## src/opsm_pkg.sv

```systemverilog
// shared constants of the output port block: register indices, reset
// values, clock figures and divider taps.
// assumes a 32-bit apb slave; register byte address is four times its index.
package opsm_pkg;

   // ---------------------------------------------------------------
   // register indices and address decode
   // ---------------------------------------------------------------
   localparam logic [11:0] IDX_GROUP_A = 12'hf50;
   localparam logic [11:0] IDX_GROUP_B = 12'hf51;
   localparam logic [11:0] IDX_GROUP_C = 12'hf52;
   localparam logic [11:0] IDX_GROUP_D = 12'hf53;
   localparam logic [11:0] IDX_GROUP_E = 12'hf54;
   localparam logic [11:0] IDX_TIMER   = 12'hf79;
   localparam logic [11:0] IDX_HIZ     = 12'hf7b;
   localparam int          ADDR_W      = 14;

   // ---------------------------------------------------------------
   // field positions and reset values
   // ---------------------------------------------------------------
   localparam int          TMR_ROUTE_BIT = 3;
   localparam int          TMR_SEL_LSB   = 0;
   localparam logic [3:0]  GROUP_E_RST   = 4'hf;
   localparam logic [3:0]  DATA_RST      = 4'h0;
   localparam logic [3:0]  HIZ_RST       = 4'h0;
   localparam logic [3:0]  TIMER_RST     = 4'h0;
   localparam logic [3:0]  HIZ_REDUCED   = 4'hc;

   // ---------------------------------------------------------------
   // timing figures and slow clock divider taps
   // ---------------------------------------------------------------
   localparam int          SYS_CLK_HZ    = 20000000;
   localparam int          SLOW_OSC_HZ   = 32768;
   localparam int          DIV_W         = 12;
   localparam int          LINE16_HZ     = 1024;
   localparam int          LINE8_HZ      = 512;
   localparam int          FRAME_HZ      = 32;
   // tap k of the ripple counter runs at slow_osc / 2^(k+1)
   localparam int          LINE16_TAP    = 4;
   localparam int          LINE8_TAP     = 5;
   // line edges per half frame period
   localparam logic [4:0]  LINES_16      = 5'h10;
   localparam logic [4:0]  LINES_8       = 5'h08;

endpackage : opsm_pkg

```

## src/opsm_output_port.sv

```systemverilog
// output port block: five 4-bit output groups with build-time special
// functions, data registers, tri-state control and timer tick routing.
// assumes an apb master on clk; slow_osc and fast_osc arrive as pins and
// are synchronised; memory sequencer and serial unit run on clk.
//
// The implementer's own choice: the APB slave port.

module opsm_output_port #(
   parameter bit       FULL_CFG      = 1'b1,
   parameter bit       EXT_MEM       = 1'b0,
   parameter bit       A13_ON_D1     = 1'b1,
   parameter bit       BUZZ_EN       = 1'b0,
   parameter bit       BUZZ_INV_EN   = 1'b0,
   parameter int       BUZZ_TAP      = 3,
   parameter bit       CLK_OUT_EN    = 1'b0,
   parameter bit       CLK_INV_EN    = 1'b0,
   parameter bit       CLK_FAST_SRC  = 1'b0,
   parameter int       CLK_DIV_LOG   = 0,
   parameter bit       LCD_EN        = 1'b0,
   parameter bit       LCD_DUTY16    = 1'b1,
   parameter bit       D3_SERIAL     = 1'b0,
   parameter bit       D3_TWO_STATE  = 1'b0
) (
   // clock and reset
   input  wire logic                         clk,
   input  wire logic                         sys_rst,
   // apb slave
   input  wire logic                         psel,
   input  wire logic                         penable,
   input  wire logic                         pwrite,
   input  wire logic [opsm_pkg::ADDR_W-1:0]  paddr,
   input  wire logic [31:0]                  pwdata,
   input  wire logic [3:0]                   pstrb,
   output logic      [31:0]                  prdata,
   output logic                              pready,
   output logic                              pslverr,
   // oscillator pins
   input  wire logic                         slow_osc,
   input  wire logic                         fast_osc,
   // neighbouring units on clk
   input  wire logic [13:0]                  ext_addr,
   input  wire logic                         store_strobe_n,
   input  wire logic                         load_strobe_n,
   input  wire logic                         serial_ready,
   // output pins
   output logic      [3:0]                   out_group_a,
   output logic      [3:0]                   out_group_b,
   output logic      [3:0]                   out_group_c,
   output logic      [3:0]                   out_group_d,
   output logic      [3:0]                   out_group_e,
   output logic                              oe_group_a,
   output logic                              oe_group_b,
   output logic                              oe_group_c,
   output logic                              oe_group_d
);

   // ---------------------------------------------------------------
   // elaboration checks
   // ---------------------------------------------------------------
   // build choices are fixed here and never change at run time; a pairing
   // that would give one pin two sources stops elaboration instead of
   // leaving a silent priority between them
   if (BUZZ_INV_EN && !BUZZ_EN)
   begin : g_chk_buzz_pair
      $error("inverted buzzer needs the buzzer on the neighbouring pin");
   end
   if (BUZZ_INV_EN && CLK_OUT_EN)
   begin : g_chk_e2_source
      $error("e2 cannot carry both inverted buzzer and clock");
   end
   if (CLK_INV_EN && LCD_EN)
   begin : g_chk_e0_source
      $error("e0 cannot carry both inverted clock and line sync");
   end
   if (CLK_INV_EN && !CLK_OUT_EN)
   begin : g_chk_clk_pair
      $error("inverted clock needs the clock on e2");
   end
   if (CLK_DIV_LOG < 0 || CLK_DIV_LOG > 7)
   begin : g_chk_clk_div
      $error("clock divisor must be 1 to 128");
   end
   if (BUZZ_TAP < 0 || BUZZ_TAP > 7)
   begin : g_chk_buzz_tap
      $error("buzzer tap out of range");
   end
   if (EXT_MEM && !FULL_CFG)
   begin : g_chk_ext_mem
      $error("external memory needs the full build");
   end

   // ---------------------------------------------------------------
   // oscillator synchronisers and slow divider
   // ---------------------------------------------------------------
   logic                                     slow_meta;
   logic                                     slow_sync;
   logic                                     slow_prev;
   logic                                     fast_meta;
   logic                                     fast_sync;
   logic [opsm_pkg::DIV_W-1:0]               div_cnt;
   logic                                     slow_tick;

   // two flops before use; fast_osc is only usable when well below clk
   always_ff @(posedge clk)
   begin
      slow_meta <= slow_osc;
      slow_sync <= slow_meta;
      slow_prev <= slow_sync;
      fast_meta <= fast_osc;
      fast_sync <= fast_meta;
   end

   assign slow_tick = slow_sync & ~slow_prev;

   // free-running ripple counter on slow_osc rising edges
   always_ff @(posedge clk)
   begin
      if (sys_rst)
         div_cnt <= '0;
      else if (slow_tick)
         div_cnt <= div_cnt + 1'b1;
   end

   // ---------------------------------------------------------------
   // register file
   // ---------------------------------------------------------------
   logic [3:0]                               data_a;
   logic [3:0]                               data_b;
   logic [3:0]                               data_c;
   logic [2:0]                               data_d_low;
   logic                                     data_d3;
   logic [3:0]                               data_e;
   logic [3:0]                               timer_ctl;
   logic [3:0]                               hiz_ctl;

   wire  [11:0] reg_idx   = paddr[opsm_pkg::ADDR_W-1:2];
   wire         hit_a     = FULL_CFG && reg_idx == opsm_pkg::IDX_GROUP_A;
   wire         hit_b     = FULL_CFG && reg_idx == opsm_pkg::IDX_GROUP_B;
   wire         hit_c     = reg_idx == opsm_pkg::IDX_GROUP_C;
   wire         hit_d     = reg_idx == opsm_pkg::IDX_GROUP_D;
   wire         hit_e     = reg_idx == opsm_pkg::IDX_GROUP_E;
   wire         hit_tmr   = reg_idx == opsm_pkg::IDX_TIMER;
   wire         hit_hiz   = reg_idx == opsm_pkg::IDX_HIZ;
   wire         hit_any   = hit_a | hit_b | hit_c | hit_d | hit_e | hit_tmr
                            | hit_hiz;
   wire         aligned   = paddr[1:0] == 2'b00;
   wire         access    = psel & penable;
   wire         wr_en     = access & pwrite & hit_any & aligned & pstrb[0];
   wire  [3:0]  wr_nib    = pwdata[3:0];
   // reduced build drops the a and b tri-state bits
   wire  [3:0]  hiz_mask  = FULL_CFG ? 4'hf : opsm_pkg::HIZ_REDUCED;
   wire  [3:0]  rd_nib    = hit_a   ? data_a :
                            hit_b   ? data_b :
                            hit_c   ? data_c :
                            hit_d   ? {data_d3, data_d_low} :
                            hit_e   ? data_e :
                            hit_tmr ? timer_ctl :
                            hit_hiz ? hiz_ctl & hiz_mask : 4'h0;

   // zero wait states; unmapped or misaligned addresses answer with error
   // so software sees a refused access instead of a silent drop
   assign pready  = 1'b1;
   assign pslverr = access & ~(hit_any & aligned);

   // read data is captured in the setup cycle so it comes from a flop
   always_ff @(posedge clk)
   begin
      if (sys_rst)
         prdata <= '0;
      else if (psel & ~penable)
         prdata <= {28'h0000000, (hit_any & aligned) ? rd_nib : 4'h0};
   end

   // data registers of groups a to d
   always_ff @(posedge clk)
   begin
      if (sys_rst)
      begin
         data_a     <= opsm_pkg::DATA_RST;
         data_b     <= opsm_pkg::DATA_RST;
         data_c     <= opsm_pkg::DATA_RST;
         data_d_low <= opsm_pkg::DATA_RST[2:0];
      end
      else if (wr_en)
      begin
         if (hit_a)
            data_a <= wr_nib;
         if (hit_b)
            data_b <= wr_nib;
         if (hit_c)
            data_c <= wr_nib;
         if (hit_d)
            data_d_low <= wr_nib[2:0];
      end
   end

   // d3 skips reset when built two-state in plain or tick mode
   generate
      if (D3_TWO_STATE && !D3_SERIAL)
      begin : g_d3_noreset
         always_ff @(posedge clk)
         begin
            if (wr_en && hit_d)
               data_d3 <= wr_nib[3];
         end
      end
      else
      begin : g_d3_reset
         always_ff @(posedge clk)
         begin
            if (sys_rst)
               data_d3 <= opsm_pkg::DATA_RST[3];
            else if (wr_en && hit_d)
               data_d3 <= wr_nib[3];
         end
      end
   endgenerate

   // group e data doubles as gate bits, so it wakes up all ones
   always_ff @(posedge clk)
   begin
      if (sys_rst)
         data_e <= opsm_pkg::GROUP_E_RST;
      else if (wr_en && hit_e)
         data_e <= wr_nib;
   end

   // tick routing and divider select, tri-state control
   always_ff @(posedge clk)
   begin
      if (sys_rst)
      begin
         timer_ctl <= opsm_pkg::TIMER_RST;
         hiz_ctl   <= opsm_pkg::HIZ_RST;
      end
      else if (wr_en)
      begin
         if (hit_tmr)
            timer_ctl <= wr_nib;
         if (hit_hiz)
            hiz_ctl <= wr_nib & hiz_mask;
      end
   end

   // ---------------------------------------------------------------
   // special function sources
   // ---------------------------------------------------------------
   logic                                     line_prev;
   logic [4:0]                               line_cnt;
   logic                                     phase_tgl;

   wire        route_en  = timer_ctl[opsm_pkg::TMR_ROUTE_BIT];
   wire  [2:0] tick_sel  = timer_ctl[opsm_pkg::TMR_SEL_LSB +: 3];
   wire        tick_sig  = div_cnt[tick_sel];
   wire        buzz_sig  = div_cnt[BUZZ_TAP];
   wire        slow_div  = (CLK_DIV_LOG == 0) ? slow_sync
                           : div_cnt[(CLK_DIV_LOG == 0) ? 0 : CLK_DIV_LOG - 1];
   wire        clk_sig   = CLK_FAST_SRC ? fast_sync : slow_div;
   wire        line_sig  = LCD_DUTY16 ? div_cnt[opsm_pkg::LINE16_TAP]
                           : div_cnt[opsm_pkg::LINE8_TAP];
   wire        line_rise = line_sig & ~line_prev;
   wire  [4:0] line_last = LCD_DUTY16 ? opsm_pkg::LINES_16 : opsm_pkg::LINES_8;
   // flip decided now and shown at the pin on the same edge that lifts
   // line sync, so the frame pin never lags the line edge by a clock
   wire        phase_flip = line_rise & (line_cnt == line_last);

   // phase toggle flips every 16 or 8 line edges, giving 32 Hz
   always_ff @(posedge clk)
   begin
      if (sys_rst)
      begin
         line_prev <= 1'b0;
         line_cnt  <= 5'h01;
         phase_tgl <= 1'b0;
      end
      else
      begin
         line_prev <= line_sig;
         if (line_rise)
         begin
            line_cnt <= (line_cnt == line_last) ? 5'h01 : line_cnt + 5'h01;
            if (phase_flip)
               phase_tgl <= ~phase_tgl;
         end
      end
   end

   // ---------------------------------------------------------------
   // pin function selection
   // ---------------------------------------------------------------
   // buzzer gate: 0 lets the tone through, 1 forces both pins low
   wire        buzz_on   = ~data_e[3] & buzz_sig;
   wire        buzz_inv  = ~data_e[3] & ~buzz_sig;
   wire        tick_pin  = route_en ? (data_d3 | tick_sig) : data_d3;
   wire        d3_pin    = D3_SERIAL ? serial_ready : tick_pin;
   wire        a13_pin   = A13_ON_D1 ? ext_addr[13] : store_strobe_n;

   wire  [3:0] next_a    = EXT_MEM ? ext_addr[3:0] : data_a;
   wire  [3:0] next_b    = EXT_MEM ? ext_addr[7:4] : data_b;
   wire  [3:0] next_c    = EXT_MEM ? ext_addr[11:8] : data_c;
   wire  [3:0] next_d    = EXT_MEM ? {d3_pin, load_strobe_n, a13_pin, ext_addr[12]}
                           : {d3_pin, data_d_low};
   // e2 register is not looked at when the pin carries the inverse tone
   wire        next_e3   = BUZZ_EN ? buzz_on : data_e[3];
   wire        next_e2   = BUZZ_INV_EN ? buzz_inv
                           : CLK_OUT_EN ? (data_e[2] | clk_sig) : data_e[2];
   wire        next_e1   = LCD_EN ? (data_e[1] | (phase_tgl ^ phase_flip)) : data_e[1];
   wire        next_e0   = CLK_INV_EN ? (data_e[0] | ~clk_sig)
                           : LCD_EN ? (data_e[0] | line_sig) : data_e[0];
   wire  [3:0] next_e    = {next_e3, next_e2, next_e1, next_e0};

   // two-state d3 ignores its tri-state bit
   wire        next_oe_d = hiz_ctl[3] | D3_TWO_STATE | D3_SERIAL;

   // ---------------------------------------------------------------
   // pin registers
   // ---------------------------------------------------------------
   // registering the pins removes glitches when a gate bit changes,
   // at the cost of one clock of latency from every source
   always_ff @(posedge clk)
   begin
      out_group_a <= FULL_CFG ? next_a : 4'h0;
      out_group_b <= FULL_CFG ? next_b : 4'h0;
      out_group_c <= next_c;
      out_group_d <= next_d;
      out_group_e <= next_e;
   end

   // whole-group enables; reset floats every group except d, which a two-state or serial d3 build drives
   always_ff @(posedge clk)
   begin
      if (sys_rst)
      begin
         oe_group_a <= 1'b0;
         oe_group_b <= 1'b0;
         oe_group_c <= 1'b0;
         oe_group_d <= D3_TWO_STATE | D3_SERIAL;
      end
      else
      begin
         oe_group_a <= hiz_ctl[0] & FULL_CFG;
         oe_group_b <= hiz_ctl[1] & FULL_CFG;
         oe_group_c <= hiz_ctl[2];
         oe_group_d <= next_oe_d;
      end
   end

endmodule : opsm_output_port

```

## config.mk

```make
export PLATFORM = sky130hd
export DESIGN_NAME = opsm_output_port
export DESIGN_NICKNAME = d
export VERILOG_FILES = /design/src/opsm_pkg.sv /design/src/opsm_output_port.sv
export SDC_FILE = /design/constraint.sdc
export NUM_CORES = 1
export LEC_CHECK = 0
export ABC_AREA = 1
export BUFFER_PORTS_ARGS = -buffer_cell sky130_fd_sc_hd__buf_2
export CORE_ASPECT_RATIO = 0.9
export CORE_MARGIN = 3
export CORE_UTILIZATION = 43
export DETAILED_ROUTE_END_ITERATION = 10
export PLACE_DENSITY = 0.87
export SKIP_CTS_REPAIR_TIMING = 1
export SLEW_MARGIN = 20
export SYNTH_ARGS = -nofsm -noshare
export SYNTH_HDL_FRONTEND = slang
export SYNTH_SLANG_ARGS = --single-unit
```

## constraint.sdc

```tcl
create_clock -name clk -period 1.49 [get_ports clk]
set_clock_uncertainty 0.1 [all_clocks]
set_input_delay 0.2235 -clock clk [delete_from_list [all_inputs] [get_ports clk]]
set_output_delay 0.2235 -clock clk [all_outputs]
set_load 0.005 [all_outputs]
```

## Word level (Yosys, flattened, before mapping)

Index checks and enable logic that the tools add are counted.

- Input port bits: 74
- Output and inout port bits: 58
- Word-level logic and storage cells: 70
- Register bits: 71

- Bitwise logic cells: 19
- $add $sub $neg: 1
- Muxes and demuxes: 11
- Eq/ne operators: 7
- Reduce and logical (&&, ||, !) cells: 9
- Order comparisons: 1

Operators by type and width:

| cell | number |
|---|---|
| 12-bit equality test, second input constant | 7 |
| 4-bit two-way mux | 8 |
| 12-bit by 1-bit adder with 12-bit output, second input constant | 1 |
| 2-bit AND reduction | 6 |
| 1-bit AND | 9 |
| 1-bit OR | 7 |
| 3-bit by 5-bit < comparator with 1-bit output, second input constant | 1 |
| 1-bit binary-select mux with 3-bit select | 1 |
| 1-bit NOT | 3 |
| 1-bit logical AND | 2 |
| 2-bit zero test | 1 |
| 1-bit two-way mux | 2 |

## Depth between registers and ports, before layout

Gate-level depths: netlist (run 1).

- Depth after elaboration: 11
- Gate-level depth with buffers: 12
- Mapped depth without buffers: 12

## Worst setup path after synthesis (run 1)

Ideal clock, no wire load.

- Path kind: input port to flip-flop
- Start: input paddr[11] in the netlist's numbering
- End: register timer_ctl[0]
- Setup time: 113 ps
- Buffers on the path: 1
- Slack: -130 ps
- Arrival: 1407 ps
- Stages on the path: 12
- Path through: nand2_1 -> nor2_2 -> buf_6 -> nand2_2 -> clkinv_1 -> nand4_2 -> nand3_4 -> nand3_4 -> nor2_4 -> inv_2 -> nor2_1 -> nor2_1

- Cells in the longest elaborated chain, start to end: 11
- Elaborated cells on any way between the ends: 17
- Classes of those cells: eq/ne (7); bitwise (9); reduce/logical (1)

Ends and longest elaborated chain:

| item | RTL line | RTL |
|---|---|---|
| from (decl) | opsm_output_port.sv:31 | `input wire logic [opsm_pkg::ADDR_W-1:0] paddr,` |
| 12-bit equality test (on tied branches) | opsm_output_port.sv:137, opsm_output_port.sv:138 |  |
| 1-bit OR (5 in series) | opsm_output_port.sv:144 | `wire hit_any = hit_a \| hit_b \| hit_c \| hit_d \| hit_e \| hit_tmr` |
| 1-bit OR | opsm_output_port.sv:145 | `\| hit_hiz;` |
| 1-bit AND (3 in series) | opsm_output_port.sv:148 | `wire wr_en = access & pwrite & hit_any & aligned & pstrb[0];` |
| 2-bit AND reduction (no line) (*) | n/a |  |
| to (signal assigned) | opsm_output_port.sv:233 | `timer_ctl <= opsm_pkg::TIMER_RST;` |
| to (signal assigned) | opsm_output_port.sv:239 | `timer_ctl <= wr_nib;` |
| to (decl) | opsm_output_port.sv:133 | `logic [3:0] timer_ctl;` |

Every way passes the cells marked *; elsewhere a longest branch is shown, timed or not.
A chain may end at the register's enable or synchronous reset.

## Worst setup path after layout (run 1)

- Start: input paddr[2] in the netlist's numbering
- End: output pslverr

- Cells in the longest elaborated chain, start to end: 10
- Elaborated cells on any way between the ends: 16
- Classes of those cells: eq/ne (7); bitwise (9)

Ends and longest elaborated chain:

| item | RTL line | RTL |
|---|---|---|
| 12-bit equality test (on tied branches) | opsm_output_port.sv:137, opsm_output_port.sv:138 |  |
| 1-bit OR (5 in series) | opsm_output_port.sv:144 |  |
| 1-bit OR (*) | opsm_output_port.sv:145 |  |
| 1-bit AND (*) | opsm_output_port.sv:163 | `assign pslverr = access & ~(hit_any & aligned);` |
| 1-bit NOT (*) | opsm_output_port.sv:163 |  |
| 1-bit AND (*) | opsm_output_port.sv:163 |  |
| to (decl) | opsm_output_port.sv:36 | `output logic pslverr,` |

Marks and branches as above.

==> results.yml, run 1 <==
drt:
  vias: 2938
  drtAntennaViolNets: 0
  wirelength_mm: 8.52
  first_pass_iters: 4
  drtIter0Drc: 147
  drt-vias-per-instance: 4.86
  wl_per_cell_um: 14.1
  drc_errors: 0
power:
  power.leakage_nw: 2.05
  ir_drop_v: 0.000426
  total_power_mw: 3.75
  power-per-cell-area_nw_per_um2: 871
synth:
  yosys_warnings: 0
  synthArstFlopShare_pct: 0
  synth_compound_area_share_pct: 9.59
  synth.area.mux_share_pct: 0
  synth_ff_type: "dfxtp_1"
  synthCells: 400
  synth_seq_area_share_pct: 44.7
  synth-simple-area-share_pct: 30.9
  synth-adder-area-share_pct: 0.417
  synth_top_family_by_area: "simple AND/OR/NAND/NOR gates"
  mappedNetlistArea_um2: 3000
  ys_types: 29
  syn_avg_cell_area_um2: 7.50
  ys_seq_elements: 67
  yosys.area_share.xor_xnor_pct: 0
  synth_edf_count: 0
cells_and_area:
  n_fill_cell: 524
  instances_no_fill: 605
  post-route-util_pct: 64.7
  seqCellArea_um2: 1340
  largest_register_ffs: 8
  multi_input_area_um2: 1670
  antenna_cells: 0
  max_flop_register: "div_cnt"
  nets: 585
  drive_gt1_share_pct: 42.9
  area_growth_pct: 43.5
  final_area_um2: 4310
setup_path:
  crit_type: "in -> out"
  cp_num_buf_inv: 4
  cp_max_fo: 4
  startpoint_type: "input port"
  critPathTopFamily: "simple AND/OR/NAND/NOR gates"
  crit_path_max_incr_delay_ps: 160
  crit_chain: "buf_4 -> inv_2 -> nand2_1 -> nor2_2 -> nand3_2 -> inv_2 -> nor2_2 -> nand2_1 -> nand3_2 -> and3_4 -> buf_6"
  cpMaxStageDelayCell: "and3_4"
  arrival_ps: 1380
  required_ps: 1170
  cp-end-kind: "primary output"
timing:
  rsz0062_at_grt: "yes"
  hold_violations: 0
  fin_ws_ps: -210
  post-route-min-period_ps: 1700
  fmax_mhz: 588
  finalSetupViolations: 26
  period_share_pct: 114
  drv_slew: 0
floorplan:
  die_x_um: 94.1
  pin_count: 132
  core_um2: 6660
  start_util_pct: 45.1
  row_count: 28
  die-area_um2: 8020
  die_height_um: 85.2
global_routing:
  grt_pass1_wl_mm: 12.5
  grt_overflow: 0
  grt-busiest-layer: "met2"
  use_met2_pct: 32.4
  grt_max_degree: 33
  antenna_found_initial: 0
  grt_util_met3_pct: 6.47
  grt_pass1_vias: 2742
  grt_use_met1_pct: 24.2
  grt_usage_pct: 20.0
placed_design:
  dp_slack_ps: -387
  place_area_um2: 3580
  port_buffers: 53
  dp_hpwl_mm: 5.67
  numPlacedInstances: 573
  gp_congestion: 0.855
min_path:
  hold_class: "in -> reg"
run:
  maxCapViolCount: 0
cts:
  cts_tree: "yes"
  clk_path_buf_depth: 2
  cts_num_sinks: 67
  clock-root-buffer: "clkbuf_8"
  clk_latency_ps: 350
  cts_buffers: 9
  htree_levels: 3
  clkTransAtPathRegs_ps: 70
outcome:
  violations: "setup timing"
  outcome: "finished with violations"
## per-layer routing
metal,part of all wire (%),vias up
met2,51,102
met4,2.9,0
met5,0,-
met3,6.7,20
met1,40,1376
li1,-,1440
## final cells by class
type / instances / share of cell area, %
Multi-Input combinational cell: 278 / 38.8
Clock buffer: 12 / 3.37
Tap cell: 90 / 2.61
Inverter: 47 / 4.45
Clock inverter: 4 / 1.71
Timing Repair Buffer: 107 / 17.9
Sequential cell: 67 / 31.2
## synth_stat cells, types with 2 or more instances
cell type | count | area share, %
nor2_4 | 7 | 2.6
inv_2 | 6 | 0.75
o21ai_1 | 16 | 2.7
and3_1 | 2 | 0.42
nor2_1 | 84 | 11
clkbuf_1 | 5 | 0.63
o21ai_0 | 20 | 3.3
conb_1 | 2 | 0.25
a21oi_1 | 17 | 2.8
nor2_2 | 5 | 1.0
nand2_1 | 50 | 6.3
nor3_1 | 6 | 1.0
nand3_4 | 2 | 1.2
or2_2 | 4 | 0.83
nand3_2 | 3 | 1.0
nand2_2 | 2 | 0.42
inv_1 | 40 | 5.0
nand4_1 | 5 | 1.0
buf_4 | 29 | 7.3
nand4_2 | 3 | 1.3
nor3b_1 | 2 | 0.50
nand3_1 | 17 | 2.8
dfxtp_1 | 67 | 45
## through the flow
stage,setup TNS (ps),hold slack [ps]
after global placement,-9200,212
after global routing,-3860,132
final,-1660,138
after CTS,-560,-139
after floorplan,-1630,151
after detailed placement,-10920,213
## power by group
group | switching, mW | total [mW] | internal [mW]
sequential | 0.00450 | 1.80 | 1.80
clock | 0.675 | 1.66 | 0.989
combinational | 0.173 | 0.283 | 0.111
## worst reg2reg max path: stages (launching register included)
cell and delay [ps]:
dfxtp_1 320, inv_1 50, nor2_2 130, nand2_2 100, nor3_4 200, nand2_2 90, nor3_2 140, nand2_1 90
o21ai_1 120, a21oi_1 50
## logic make-up after synthesis
logic type,Yosys count
simple gates,192
buf+inv,82
fa+ha+maj,1
compound gates,56
flops,67
other cells,2
## layout by cell type, fill, tap and decap left out, types with 5 or more instances in the layout
cell,n
clkbuf_8,10
nand4_1,5
inv_1,30
nor2_1,65
nor2_2,17
nand2_2,9
nand3_4,7
o21ai_2,9
dfxtp_1,66
nand2_4,5
nor2_4,14
nand2_1,37
o21ai_1,17
buf_2,45
inv_2,12
nand3_1,8
buf_6,17
buf_4,43
nand3_2,7
a21oi_1,15
conb_1,29
o21ai_0,10
## worst paths after layout
kind | startpoint | endpoint | slack [ps] | depth (start not counted)
max | paddr[2] | pslverr | -210 | 11
min | pwdata[2] | data_c[2] | 140 | 3
max reg2reg | clk_sig | div_cnt[7] | 10 | 9
min reg2reg | slow_meta | clk_sig | 230 | 0
No activity file was read; power rests on OpenSTA's default activity.
==> inputs of run 2 (changes only) <==
==> constraint.sdc (replaced) <==
create_clock -name clk -period 1.49 [get_ports clk]
set_clock_uncertainty 0.1 [all_clocks]
set_input_delay 0.298 -clock clk [delete_from_list [all_inputs] [get_ports clk]]
set_output_delay 0.298 -clock clk [all_outputs]
set_load 0.005 [all_outputs]
==> run 2 against run 1 <==
Effect of this change: the run still ends with setup timing left; die area unchanged; final cell count down 0.83%; wire length down 4.3%; non-clock buffer count down 5; largest power group unchanged.
==> results.yml, run 2 (same netlist as run 1, synthesis figures left out) <==
outcome:
  outcome: "finished with violations"
  violations: "setup timing"
cells_and_area:
  drive_gt1_share_pct: 43.3
  antenna_cells: 0
  max_flop_register: "div_cnt"
  largest_register_ffs: 8
  nets: 580
  mostFrequentLayoutCells: "66 x nor2_1, 65 x dfxtp_1, 49 x buf_2"
  post-route-util_pct: 63.6
  final_common_cell: "nor2_1"
  area_growth_pct: 41.1
setup_path:
  arrival_ps: 1440
  crit_path_max_incr_delay_ps: 170
  critPathTopFamily: "simple AND/OR/NAND/NOR gates"
  r2r_start: "clk_sig"
  reg2reg_to: "div_cnt[7]"
  reg2reg_setup_slack_ps: -20
  required_ps: 1090
  startpoint_type: "input port"
  cp_max_fo: 3
  crit_chain: "buf_2 -> inv_2 -> nand2_2 -> nor2_2 -> nand3_2 -> nand2_1 -> nor2_1 -> nand2_1 -> nand3_2 -> and3_4 -> buf_6"
  r2r_cells: 9
  cpMaxStageDelayCell: "and3_4"
  cp-end-kind: "primary output"
  crit_type: "in -> out"
  cp_num_buf_inv: 3
power:
  power-per-cell-area_nw_per_um2: 890
  comb_power_share_pct: 7.2
  clkPwrFrac_pct: 45.0
  power.leakage_nw: 2.03
  power.internal_mw: 2.85
  ir_drop_v: 0.000544
  seq_power_share_pct: 47.8
  p_switching_uw: 919
  p_sw_share_pct: 24.4
timing:
  post-route-min-period_ps: 1840
  drv_slew: 0
  fin_ws_ps: -348
  fmax_mhz: 544
  rsz0062_at_grt: "yes"
  hold_violations: 0
  finalSetupViolations: 32
  period_share_pct: 123
  finalSetupTns_ps: -6850
min_path:
  hold_class: "in -> reg"
  min_from: "pwdata[1]"
  holdPathStages: 3
  hold_end: "data_b[1]"
drt:
  dr_wl_met3_um: 633
  wl_per_cell_um: 13.6
  wl_met1_mm: 3.36
  wirelength_mm: 8.16
  dr_wl_met2_mm: 3.93
  highest_layer: "met4"
  drt-vias-per-instance: 4.86
  vias: 2918
  drtIter0Drc: 199
  drtAntennaViolNets: 0
  drc_errors: 0
  first_pass_iters: 4
cts:
  htree_levels: 3
  clkTransAtPathRegs_ps: 70
  clock-root-buffer: "clkbuf_8"
  cts_buffers: 9
  clk_path_buf_depth: 2
  cts_tree: "yes"
  clk_latency_ps: 360
  cts_num_sinks: 67
floorplan:
  die-area_um2: 8020
  die_height_um: 85.2
  die_x_um: 94.1
  pin_count: 132
  core_um2: 6660
  row_count: 28
  start_util_pct: 45.1
global_routing:
  grt_pass1_wl_mm: 11.2
  grt_usage_pct: 18.0
  grt_overflow: 0
  grt_pass1_vias: 2453
  grt_max_degree: 21
  antenna_found_initial: 0
placed_design:
  port_buffers: 53
  dp_hpwl_mm: 5.45
  gp_congestion: 0.876
run:
  maxCapViolCount: 0
run 2: layer usage:
layer	vias up	track usage (%)
met5	-	0
met4	0	9.32
met3	20	4.43
met2	119	27.3
met1	1357	23.8
li1	1422	-
run 2: cell type report:
class / count / area (um2)
Fill cell: 524 / 2420
Multi-Input combinational cell: 278 / 1670
Sequential cell: 67 / 1350
Timing Repair Buffer: 102 / 687
Inverter: 47 / 191
Clock buffer: 9 / 124
Tap cell: 90 / 113
Clock inverter: 7 / 98.8
run 2: per-stage QoR:
stage | std cells | worst slack (ps) | power (mW) | hold slack, ps | instance area, um2
finish | 600 | -348 | 3.77 | 203 | 4230
global route | 600 | -425 | 3.90 | 204 | 4230
CTS | 588 | -473 | 3.71 | -73.9 | 3790
detailed placement | 572 | -485 | 2.05 | 216 | 3560
global placement | 572 | -453 | 2.04 | 212 | 3560
floorplan | 427 | -202 | 1.99 | 210 | 3160
run 2: power by group through the flow:
stage                     clock [mW]  combinational, mW  sequential, mW
after floorplan                    0              0.151            1.84
after global placement             0              0.200            1.84
after CTS                       1.71              0.207            1.80
final                           1.69              0.271            1.80
after detailed placement           0              0.206            1.84
after global routing            1.80              0.290            1.80
run 2: worst max path at each step:
stage,cells after the start,slack [ps],end,from
2_1_floorplan,12,-200,timer_ctl[0],paddr[12]
3_3_place_gp,11,-450,pslverr,paddr[7]
3_5_place_dp,13,-490,timer_ctl[0],paddr[7]
4_1_cts,11,-470,pslverr,paddr[7]
5_1_grt,15,-430,data_a[3],paddr[9]
6_report,11,-350,pslverr,paddr[3]
run 2: worst min-delay path: cells and delay by family:
kind / cells / cell delay (ps)
AND/OR/NAND/NOR: 2 / 140
buffers and inverters: 1 / 190
==> inputs of run 3 (changes only) <==
CORE_UTILIZATION = 45   (was 43)
clock period = 1.9 ns   (was 1.49 ns; I/O delays follow)
==> run 3 against run 2 <==
Effect of this change: the flow still finishes with violations (setup timing); clock power fell by 31%; count of clock-buffer cells in the layout rose by 2; critical endpoint unchanged; final area fell by 7.4%; sequential power fell by 22%.
==> results.yml, run 3 (same netlist as run 1, synthesis figures left out) <==
outcome:
  outcome: "finished with violations"
  violations: "setup timing"
timing:
  period_share_pct: 104
  post-route-min-period_ps: 1980
  fmax_mhz: 506
  drv_slew: 0
  finalSetupViolations: 1
  rsz0062_at_grt: "yes"
  fin_ws_ps: -77.5
  hold_violations: 0
  holdWs_ps: 26.9
floorplan:
  die_x_um: 92.1
  start_util_pct: 47.7
  pin_count: 132
  die-area_um2: 7680
  core_um2: 6280
  die_height_um: 83.5
  row_count: 27
setup_path:
  arrival_ps: 1500
  startpoint_type: "input port"
  cp_num_cells: 11
  r2r_cells: 9
  cp_max_fo: 5
  cp_num_buf_inv: 3
  cpMaxStageDelayCell: "nor2_1"
  cp-end-kind: "primary output"
  crit_path_max_incr_delay_ps: 150
  required_ps: 1420
  crit_type: "in -> out"
  critPathTopFamily: "simple AND/OR/NAND/NOR gates"
  crit_chain: "buf_2 -> inv_1 -> nand2_4 -> nor2_1 -> nand3_2 -> nand2_1 -> nor2_1 -> nand2_1 -> nand3_2 -> and3_4 -> buf_6"
drt:
  wl_per_cell_um: 13.3
  drt-vias-per-instance: 4.85
  first_pass_iters: 4
  vias: 2845
  drtAntennaViolNets: 0
  drtIter0Drc: 321
  wirelength_mm: 7.79
  drc_errors: 0
power:
  ir_drop_v: 0.000329
  total_power_mw: 2.76
  power.leakage_nw: 1.93
  power-per-cell-area_nw_per_um2: 704
run:
  maxCapViolCount: 0
cts:
  clk_latency_ps: 350
  cts_tree: "yes"
  clock-root-buffer: "clkbuf_8"
  cts_buffers: 9
  clk_path_buf_depth: 2
  cts_num_sinks: 67
  clkTransAtPathRegs_ps: 70
  htree_levels: 3
placed_design:
  numPlacedInstances: 561
  dp_slack_ps: -200
  dp_hpwl_mm: 5.40
  port_buffers: 53
  gp_congestion: 0.927
global_routing:
  grt_util_met3_pct: 5.23
  use_met2_pct: 31.9
  grt-busiest-layer: "met2"
  grt_use_met1_pct: 23.8
  antenna_found_initial: 0
  grt_usage_pct: 19.6
  grt_pass1_vias: 2626
  grt_max_degree: 21
  grt_overflow: 0
  grt_pass1_wl_mm: 11.9
cells_and_area:
  drive_gt1_share_pct: 33.0
  n_fill_cell: 525
  antenna_cells: 0
  max_flop_register: "div_cnt"
  final_common_cell: "nor2_1"
  mostFrequentLayoutCells: "80 x nor2_1, 67 x dfxtp_1, 48 x buf_2"
  largest_register_ffs: 8
  area_growth_pct: 30.7
  instances_no_fill: 587
  nets: 571
min_path:
  hold_class: "in -> reg"
  holdPathStages: 1
[run 3: changes by cell type in the layout (fill, tap and decap cells not counted), moves of 4 or more]
| cell | delta |
|---|---|
| inv_1 | +6 |
| buf_4 | -5 |
| nor2_1 | +14 |
| o21ai_0 | +9 |
| buf_6 | -6 |
| nor2_2 | -11 |
| o21ai_2 | -10 |
| inv_4 | -4 |
| nand3_1 | +4 |
[run 3: final cells by class]
class | count | area, um2 | area share (%)
Inverter | 47 | 176 | 4.50
Clock inverter | 4 | 51.3 | 1.31
Sequential cell | 67 | 1340 | 34.2
Timing Repair Buffer | 93 | 642 | 16.4
Clock buffer | 11 | 141 | 3.61
Multi-Input combinational cell | 278 | 1460 | 37.2
Tap cell | 87 | 109 | 2.78
[run 3: final timing paths]
check / from / to / slack (ps)
max: paddr[5] / pslverr / -80
min: slow_osc / slow_meta / 30
max reg2reg: clk_sig / div_cnt[7] / 260
min reg2reg: slow_meta / clk_sig / 230
[run 3: power by group]
group	leakage [nW]	internal [mW]	total (mW)	switching, mW
registers	0.541	1.41	1.41	0.00349
clock network	0.0954	0.634	1.16	0.527
logic	1.29	0.0693	0.187	0.117
total	1.93	2.11	2.76	0.648
[run 3: metal layers]
metal  vias up  wire (um)
met1      1293       3100
met5         -          0
met4         0        293
met2       124       3810
met3        27        591
li1       1401          -
[run 3: per-stage QoR]
step / util, % / cell area, um2 / setup TNS [ps]
after global placement: 55.0 / 3460 / -2160
after detailed placement: 55.0 / 3460 / -4810
after CTS: 58.1 / 3650 / -156
after global routing: 62.4 / 3920 / -159
after floorplan: - / 3100 / 0
final: 62.4 / 3920 / -77.5
